===== config.mk =====
export PLATFORM = sky130hd
export DESIGN_NAME = load_state_cmd
export DESIGN_NICKNAME = d
export VERILOG_FILES = /design/src/verilog/load_state_pkg.sv /design/src/verilog/limit_check.sv /design/src/verilog/load_state_cmd.sv
export SDC_FILE = /design/constraint.sdc
export NUM_CORES = 1
export LEC_CHECK = 0
export BUFFER_PORTS_ARGS = -buffer_cell sky130_fd_sc_hd__buf_2
export CAP_MARGIN = 20
export CELL_PAD_IN_SITES_DETAIL_PLACEMENT = 1
export CELL_PAD_IN_SITES_GLOBAL_PLACEMENT = 1
export CORE_AREA = 2 2 114 116
export DETAILED_ROUTE_END_ITERATION = 10
export DIE_AREA = 0 0 116 118
export HOLD_SLACK_MARGIN = 0.1
export PLACE_DENSITY_LB_ADDON = 0.1
export REMOVE_ABC_BUFFERS = 1
export SYNTH_ARGS = -nofsm -noshare
export SYNTH_HDL_FRONTEND = slang
export SYNTH_HIERARCHICAL = 1
export SYNTH_SLANG_ARGS = --single-unit

===== constraint.sdc =====
create_clock -name clk -period 1.8 [get_ports clk]
set_clock_uncertainty 0.2 [all_clocks]
set_input_delay 0.54 -clock clk [delete_from_list [all_inputs] [get_ports clk]]
set_output_delay 0.54 -clock clk [all_outputs]
set_load 0.03 [all_outputs]

===== src/verilog/load_state_pkg.sv =====
// Constants, encodings and carriers for the load state command block.
// Assumes a host-side parser that turns text commands into decoded words.
package load_state_pkg;

  // Status register layouts
  localparam int          ERR_CH1_LSB   = 0;
  localparam int          ERR_CH1_W     = 4;
  localparam int          ERR_OPER_BIT  = 4;
  localparam int          ERR_CMD_BIT   = 5;
  localparam int          TRIP_OPP_BIT  = 0;
  localparam int          TRIP_OTP_BIT  = 1;
  localparam int          TRIP_OVP_BIT  = 2;
  localparam int          TRIP_OCP_BIT  = 3;
  localparam logic [7:0]  ERR_RST       = 8'h00;
  localparam logic [7:0]  TRIP_RST      = 8'h00;
  localparam logic [7:0]  ERR_USED      = 8'h3f;
  localparam logic [7:0]  TRIP_USED     = 8'h0f;

  // Measurement and limit width
  localparam int          MEAS_W        = 16;
  localparam logic [15:0] LIM_HI_RST    = 16'hffff;
  localparam logic [15:0] LIM_LO_RST    = 16'h0000;

  // Argument encodings
  localparam logic [1:0]  ARG_OFF       = 2'h0;
  localparam logic [1:0]  ARG_ON        = 2'h1;
  localparam logic [1:0]  ARG_AUTO      = 2'h2;
  localparam logic [1:0]  ARG_LOW       = 2'h0;
  localparam logic [1:0]  ARG_HIGH      = 2'h1;

  // Command opcodes as delivered by the parser
  localparam logic [3:0]  OP_LOAD       = 4'h0;
  localparam logic [3:0]  OP_MODE       = 4'h1;
  localparam logic [3:0]  OP_SHORT      = 4'h2;
  localparam logic [3:0]  OP_PRESET     = 4'h3;
  localparam logic [3:0]  OP_SENSE      = 4'h4;
  localparam logic [3:0]  OP_LEVEL      = 4'h5;
  localparam logic [3:0]  OP_DYNAMIC    = 4'h6;
  localparam logic [3:0]  OP_CLR        = 4'h7;
  localparam logic [3:0]  OP_ERROR      = 4'h8;
  localparam logic [3:0]  OP_LIMFAIL    = 4'h9;
  localparam logic [3:0]  OP_TRIP       = 4'ha;

  typedef enum logic [1:0] {
    constant_current_mode,
    constant_resistance_mode,
    constant_voltage_mode,
    constant_power_mode
  } reg_mode_t;

  typedef enum logic [1:0] {
    sense_off,
    sense_on,
    sense_auto
  } sense_t;

  // One decoded command word
  typedef struct packed {
    logic       query;
    logic       malformed;
    logic [3:0] op;
    logic [1:0] arg;
  } cmd_t;

  // Operating state driven to the load's power stage
  typedef struct packed {
    logic      input_on;
    reg_mode_t mode;
    logic      short_on;
    logic      preset_on;
    sense_t    sense;
    logic      level_high;
    logic      dynamic_on;
  } op_state_t;

  // Limit pair as programmed
  typedef struct packed {
    logic [15:0] hi;
    logic [15:0] lo;
  } limits_t;

endpackage


===== src/verilog/limit_check.sv =====
// Limit pair storage and the limit-fail comparator.
// Assumes the measurement input is already on the clk domain.
`timescale 1ns/1ps
module limit_check
  import load_state_pkg::*;
(
  input  wire logic              clk,
  input  wire logic              rst_b,
  input  wire logic              lim_wr,
  input  wire limits_t           lim_new,
  input  wire logic [MEAS_W-1:0] measured,
  output logic                   lim_refused,
  output limits_t                lim_now,
  output logic                   limit_fail_flag
);

  limits_t lim_ff;
  logic    fail_ff;
  logic    refuse_ff;
  logic    pair_bad;
  logic    nxt_fail;

  // An inverted pair would make the flag stick on, so it is dropped
  assign pair_bad = lim_new.lo > lim_new.hi;
  assign nxt_fail = (measured > lim_ff.hi) || (measured < lim_ff.lo);

  // Limit storage, refusal pulse and flag register
  always_ff @(posedge clk or negedge rst_b) begin
    if (!rst_b) begin
      lim_ff    <= {LIM_HI_RST, LIM_LO_RST};
      fail_ff   <= 1'b0;
      refuse_ff <= 1'b0;
    end else begin
      if (lim_wr && !pair_bad) begin
        lim_ff <= lim_new;
      end
      refuse_ff <= lim_wr && pair_bad;
      fail_ff   <= nxt_fail;
    end
  end

  assign lim_refused     = refuse_ff;
  assign lim_now         = lim_ff;
  assign limit_fail_flag = fail_ff;

endmodule


===== src/verilog/load_state_cmd.sv =====
// State command interpreter of the programmable load: operating state,
// error and trip status, limit-fail indication and their queries.
// Assumes a parser upstream delivering one decoded command per cmd_valid,
// and asynchronous event pins that are synchronised here.
//
// Notes on behaviour
// - State commands are accepted in any cycle, test running or not.
// - Input on/off command; query answers 0 off, 1 on.
// - Mode command selects current, resistance, voltage, power; query 0..3.
// - Short test query answers 0 while active, 1 while inactive.
// - Preset on/off command; query answers 0 off, 1 on.
// - Sense on, off or auto; query answers 1 only for on.
// - Two setpoints kept, high or low selected; query 0 low, 1 high.
// - Static or dynamic command; query answers 0 dynamic, 1 static.
// - Flag wipe command zeroes error and trip status registers.
// - Error bits: channel one 0-3, operation 4, command 5.
// - Error bits stay set until wiped; readable by query at any time.
// - Trip bits: power 0, temperature 1, voltage 2, current 3.
// - Trip bits latch until wiped; query returns current contents.
// - Limit-fail query answers 1 while indicator lit, else 0.
// - Limit-fail set when measurement is above high or below low limit.
// - A low limit above the high limit is refused.
`timescale 1ns/1ps
module load_state_cmd
  import load_state_pkg::*;
(
  input  wire logic              clk,
  input  wire logic              rst_b,
  input  wire logic              cmd_valid,
  input  wire cmd_t              cmd,
  output logic                   rsp_valid,
  output logic [7:0]             rsp_data,
  input  wire logic [3:0]        ch1_err_pin,
  input  wire logic              oper_err_pin,
  input  wire logic              over_power_trip,
  input  wire logic              over_temp_trip,
  input  wire logic              over_voltage_trip,
  input  wire logic              over_current_trip,
  input  wire logic              lim_wr,
  input  wire limits_t           lim_new,
  input  wire logic [MEAS_W-1:0] measured,
  output op_state_t              op_state,
  output limits_t                lim_now,
  output logic                   limit_fail_flag,
  output logic [7:0]             error_status,
  output logic [7:0]             trip_status
);

  // Event pins arrive unsynchronised: two stages before any use
  logic [8:0] evt_meta_ff;
  logic [8:0] evt_sync_ff;
  logic [8:0] evt_pins;

  op_state_t  st_ff;
  op_state_t  nxt_st;
  logic [7:0] err_ff;
  logic [7:0] trip_ff;
  logic [7:0] nxt_err;
  logic [7:0] nxt_trip;
  logic [7:0] err_set;
  logic [7:0] trip_set;
  logic       rsp_v_ff;
  logic [7:0] rsp_ff;
  logic [7:0] nxt_rsp;
  logic       lim_refused;
  logic [3:0] ch1_evt;
  logic       oper_evt;

  // Single-bit query answers; the inverted encodings are made here
  logic       ans_load;
  logic       ans_short;
  logic       ans_preset;
  logic       ans_sense;
  logic       ans_level;
  logic       ans_static;

  // Command decode
  logic       is_set;
  logic       is_query;
  logic       arg_ok;
  logic       op_known;
  logic       cmd_bad;
  logic       wipe;

  assign evt_pins = {oper_err_pin, ch1_err_pin, over_current_trip,
                     over_voltage_trip, over_temp_trip, over_power_trip};

  // Two-stage synchroniser; only the second stage feeds the status logic
  // A pulse shorter than one clock may be missed: sources must hold it
  always_ff @(posedge clk or negedge rst_b) begin
    if (!rst_b) begin
      evt_meta_ff <= 9'h000;
      evt_sync_ff <= 9'h000;
    end else begin
      evt_meta_ff <= evt_pins;
      evt_sync_ff <= evt_meta_ff;
    end
  end

  // Legal argument check, shared by the set decode below
  // Mode takes any of its four codes; sense refuses the spare code
  function automatic logic arg_legal(input logic [3:0] op,
                                     input logic [1:0] arg);
    case (op)
      OP_MODE:  arg_legal = 1'b1;
      OP_SENSE: arg_legal = (arg != 2'h3);
      default:  arg_legal = (arg == ARG_OFF) || (arg == ARG_ON);
    endcase
  endfunction

  // Accepted in every cycle; no busy state exists to block it
  // Which opcodes exist, and in which form
  assign op_known = cmd.query ? (cmd.op <= OP_TRIP) && (cmd.op != OP_CLR)
                              : (cmd.op <= OP_CLR);
  assign arg_ok   = cmd.query || (cmd.op == OP_CLR) ||
                    arg_legal(cmd.op, cmd.arg);
  assign cmd_bad  = cmd_valid && (cmd.malformed || !op_known || !arg_ok);
  assign is_set   = cmd_valid && !cmd_bad && !cmd.query;
  assign is_query = cmd_valid && !cmd_bad && cmd.query;
  assign wipe     = is_set && (cmd.op == OP_CLR);

  // Next operating state; a rejected command leaves it as it is
  always_comb begin
    nxt_st = st_ff;
    if (is_set) begin
      case (cmd.op)
        OP_LOAD:    nxt_st.input_on   = cmd.arg[0];
        OP_MODE:    nxt_st.mode       = reg_mode_t'(cmd.arg);
        OP_SHORT:   nxt_st.short_on   = cmd.arg[0];
        OP_PRESET:  nxt_st.preset_on  = cmd.arg[0];
        OP_SENSE:   nxt_st.sense      = sense_t'(cmd.arg);
        OP_LEVEL:   nxt_st.level_high = (cmd.arg == ARG_HIGH);
        OP_DYNAMIC: nxt_st.dynamic_on = cmd.arg[0];
        default:    nxt_st = st_ff;
      endcase
    end
  end

  // Channel and operation events; a refused limit pair counts as the
  // latter, since the host asked for something the load cannot do
  assign ch1_evt  = evt_sync_ff[7:4];
  assign oper_evt = evt_sync_ff[8] | lim_refused;

  // Event sources for both status registers
  assign err_set  = {2'b00, cmd_bad, oper_evt, ch1_evt} & ERR_USED;
  assign trip_set = {4'h0, evt_sync_ff[TRIP_OCP_BIT],
                     evt_sync_ff[TRIP_OVP_BIT], evt_sync_ff[TRIP_OTP_BIT],
                     evt_sync_ff[TRIP_OPP_BIT]} & TRIP_USED;

  // A new event in the wipe cycle survives: set beats clear,
  // so a trip that lands together with the wipe is never lost
  assign nxt_err  = (wipe ? ERR_RST : err_ff) | err_set;
  assign nxt_trip = (wipe ? TRIP_RST : trip_ff) | trip_set;

  // Short and static answers read inverted against the stored flags
  assign ans_load   = st_ff.input_on;
  assign ans_short  = !st_ff.short_on;
  assign ans_preset = st_ff.preset_on;
  assign ans_sense  = (st_ff.sense == sense_on);
  assign ans_level  = st_ff.level_high;
  assign ans_static = !st_ff.dynamic_on;

  // Query answer, taken from current register contents
  always_comb begin
    nxt_rsp = 8'h00;
    case (cmd.op)
      OP_LOAD:    nxt_rsp = {7'h00, ans_load};
      OP_MODE:    nxt_rsp = {6'h00, st_ff.mode};
      OP_SHORT:   nxt_rsp = {7'h00, ans_short};
      OP_PRESET:  nxt_rsp = {7'h00, ans_preset};
      OP_SENSE:   nxt_rsp = {7'h00, ans_sense};
      OP_LEVEL:   nxt_rsp = {7'h00, ans_level};
      OP_DYNAMIC: nxt_rsp = {7'h00, ans_static};
      OP_ERROR:   nxt_rsp = err_ff & ERR_USED;
      OP_LIMFAIL: nxt_rsp = {7'h00, limit_fail_flag};
      OP_TRIP:    nxt_rsp = trip_ff & TRIP_USED;
      default:    nxt_rsp = 8'h00;
    endcase
  end

  // State and status registers
  always_ff @(posedge clk or negedge rst_b) begin
    if (!rst_b) begin
      st_ff   <= '0;
      err_ff  <= ERR_RST;
      trip_ff <= TRIP_RST;
    end else begin
      st_ff   <= nxt_st;
      err_ff  <= nxt_err;
      trip_ff <= nxt_trip;
    end
  end

  // Answer register; holds its data until the next query
  always_ff @(posedge clk or negedge rst_b) begin
    if (!rst_b) begin
      rsp_v_ff <= 1'b0;
      rsp_ff   <= 8'h00;
    end else begin
      rsp_v_ff <= is_query;
      if (is_query) begin
        rsp_ff <= nxt_rsp;
      end
    end
  end

  // Limits and the comparator live in their own module
  limit_check u_limit (
    .clk             (clk),
    .rst_b           (rst_b),
    .lim_wr          (lim_wr),
    .lim_new         (lim_new),
    .measured        (measured),
    .lim_refused     (lim_refused),
    .lim_now         (lim_now),
    .limit_fail_flag (limit_fail_flag)
  );

  // Outputs straight from registers; nothing combinational leaves here
  assign rsp_valid    = rsp_v_ff;
  assign rsp_data     = rsp_ff;
  assign op_state     = st_ff;
  assign error_status = err_ff;
  assign trip_status  = trip_ff;

endmodule


==> results.toml <==
[outcome]
status = "complete, but fails checks"
violations = "setup timing"

[detailed_routing]
num_vias = 3850
drc = 0
drt_iter0_markers = 92
wirelength_um = 14230
vias_per_cell = 4.800
highest_layer = "met4"
wl_met2_um = 7701
drt-met1-wl_um = 5511
postRouteAntennaNets = 0
routedWlPerCell_um = 17.74
drtPass1Iterations = 4
met3_length_um = 685

[synth]
ys_types = 50
synthTopCellsByArea = "dfrtp_1 36%, ha_1 14%, dfstp_2 9.8%"
ys_top_cells_by_count = "62 x dfrtp_1, 53 x inv_1, 47 x ha_1"
seq_area_frac_synth_pct = 45.79
postSynthAreaPerCell_um2 = 10.93
synth_top_area_share_pct = 36.03
yosysTopAreaCell = "dfrtp_1"
synth_top_family_by_area = "adder cells"
synthArstFlopShare_pct = 100.0
ys_warn_count = 6
synthXorXnorAreaFrac_pct = 0.2034
synth.most_common_cell = "dfrtp_1"
synth_cells = 394
synthMuxAreaShare_pct = 10.98
yosys.area_share.adder_pct = 13.65
synth_ff_type = "dfrtp_1"
synthSimpleGateAreaFrac_pct = 10.28
postSynthRegisterBits = 78
synth_edf_count = 0
synth_compound_area_share_pct = 10.89
netlist_area_um2 = 4307

[grt]
grt_max_degree = 27
first_global_vias = 4361
antenna_found_initial = 0
grt_pass1_wl_um = 22400
grt-ovfl-total = 0
track_usage_pct = 21.49

[clock_network]
clk_latency_ps = 350
cts_root_buf = "clkbuf_16"
cts_max_level = 3
cts_sinks = 78
tritoncts = "yes"
cts_buffers = 9
cts_buffer_depth = 2
clkTransAtPathRegs_ps = 70

[placement]
io_buffers = 127
hpwl_um = 9963
routabilityCongestion = 0.8185

[sta]
min_period_ps = 2524
finalHoldViolations = 0
hold_ws_ps = 118.2
setup_ws_ps = -724.2
setup-tns-final_ps = -21830
max_freq_mhz = 396.2
finalMaxSlewViolations = 0
fin_crit_sh_pct = 140.2
setup_viol = 49
rsz0062_at_grt = "true"

[pwr]
leakagePower_nw = 3.430
power_density_nw_per_um2 = 930.6
p_total_mw = 6.579
ir_drop_mv = 0.5963

[finish]
area_growth_pct = 64.15
drive_above_1_share_pct = 54.60
fin_nets = 741
diodes = 0

[worst_setup_path]
start_kind = "input pin"
cp_slowest_stage_delay_ps = 460
crit_required_ps = 1870
timing.rr.end = "u_limit/limit_fail_flag$_DFF_PN0_"
r2r_cells = 6
critPathSlowestCell = "a2111o_1"
worstPathArrival_ps = 2590
crit_type = "input pin to register"
crit_buf_inv = 6
cpMostUsedCell = "buf_6"
reg2reg_slack_ps = -270
end_kind = "register"
r2r-start = "u_limit/lim_now[31]$_DFFE_PN1P_"
crit_family = "compound AO/OA/AOI/OAI gates"
cp_max_fo = 5
cp_cell_sequence = "buf_6, inv_4, ha_4, nand4_4, nor3_2, a2111o_1, o32ai_4, buf_6, buf_12, buf_16, buf_8, mux2i_1"

[floorplanning]
floorplan.initialDensity_pct = 34.69
die_x_um = 116
core_area_um2 = 12410
dieArea_um2 = 13690
die_y_um = 118
boundaryPins = 136
row_count = 41

[hold_path]
min_to = "evt_meta_ff[0]$_DFF_PN0_"
whs_path_depth = 1
hp-start = "over_power_trip"
hp-class = "input pin to register"

[job]
cap_violations = 0
## layout make-up
type / instances / area [um2]
multi-input cells: 249 / 2504
well taps: 172 / 215.2
flip-flops and latches: 78 / 1972
repair buffers: 234 / 1858
inverters: 53 / 216.5
clock buffers: 9 / 225.2
fillers: 1352 / 5345
clock inverters: 7 / 78.83
## per-layer routing
layer | vias up | GRT usage [%]
li1 | 1828 | -
met1 | 1898 | 23.76
met2 | 101 | 39.00
met3 | 23 | 5.510
met4 | 0 | 7.813
met5 | - | 0
## what timing repair did
item / 4_1_cts / 5_1_grt
endpoints found under the hold margin: 23 / 0
endpoints found under the setup margin: 59 / 63
pin swaps: 32 / 12
gates cloned: 3 / 0
buffers inserted: 16 / 11
hold buffers: 9 / 0
gates resized for setup: 129 / 57
## report_power, final
part	internal, mW	leakage [nW]	switching (mW)
Clock	1.09	0.151	0.803
Sequential	2.03	0.892	0.160
Combinational	1.21	2.39	1.29
Total	4.33	3.43	2.25
## registers in the layout, summed over array words and instances, names as in the netlist
name	count
u_limit/lim_now	32
evt_meta_ff	9
evt_sync_ff	9
error_status	6
op_state	6
rsp_data	6
trip_status	4
ans_level	1
ans_load	1
ans_preset	1
rsp_valid	1
u_limit/lim_refused	1
u_limit/limit_fail_flag	1
## cell families (layout without fill, tap and decap cells)
logic type      count (synthesis)  in the layout
compound gates                 69             69
xor+xnor                        1              1
fa+ha+maj                      47             47
buf+inv                        74            303
flops                          78             78
mux                            44             44
other cells                     1              8
simple gates                   80             80
## worst register-to-register path, delay by kind of cell, from the launching register on
kind            cells  cell delay, ps
simple gates        3             710
flops               1             540
fa+ha+maj           1             310
compound gates      1             110
buf+inv             1              70
## cell usage in the layout (no fill, tap or decap), drive strengths merged, types with 2 or more instances in the layout
master	instances
a211oi	2
a21o	11
a21oi	24
a22o	2
and3	2
and4	2
buf	225
clkbuf	9
clkinv	2
conb	8
dfrtp	62
dfstp	16
dlygate4sd3	9
ha	47
inv	57
mux2	26
mux2i	18
nand2	22
nand2b	6
nand3	8
nand4	12
nor2	8
nor2b	6
nor3	5
nor3b	3
nor4	3
o211ai	2
o21ai	12
o31ai	3
## through the flow
| stage | utilization, % | worst slack, ps | std cells | cell area [um2] |
|---|---|---|---|---|
| finish | 56.94 | -724.2 | 802 | 7069 |
| global placement | 45.63 | -1092 | 756 | 5664 |
| global route | 56.94 | -760.5 | 802 | 7069 |
| CTS | 55.35 | -636.7 | 798 | 6872 |
| detailed placement | 45.63 | -1162 | 756 | 5664 |
| floorplan | - | -1515 | 380 | 4183 |
## worst max-delay path by stage
stage	slack, ps	cells after the start	end	start
2_1_floorplan	-1520	7	u_limit/lim_now[14]$_DFFE_PN0P_	lim_new[31]
3_3_place_gp	-1090	9	u_limit/lim_now[14]$_DFFE_PN0P_	lim_new[23]
3_5_place_dp	-1160	9	u_limit/lim_now[4]$_DFFE_PN0P_	lim_new[29]
4_1_cts	-640	12	u_limit/lim_now[2]$_DFFE_PN0P_	lim_new[21]
5_1_grt	-760	11	u_limit/lim_now[20]$_DFFE_PN1P_	lim_new[5]
6_report	-720	12	u_limit/lim_now[20]$_DFFE_PN1P_	lim_new[29]
Note: power is estimated with default switching activity, not from simulation.
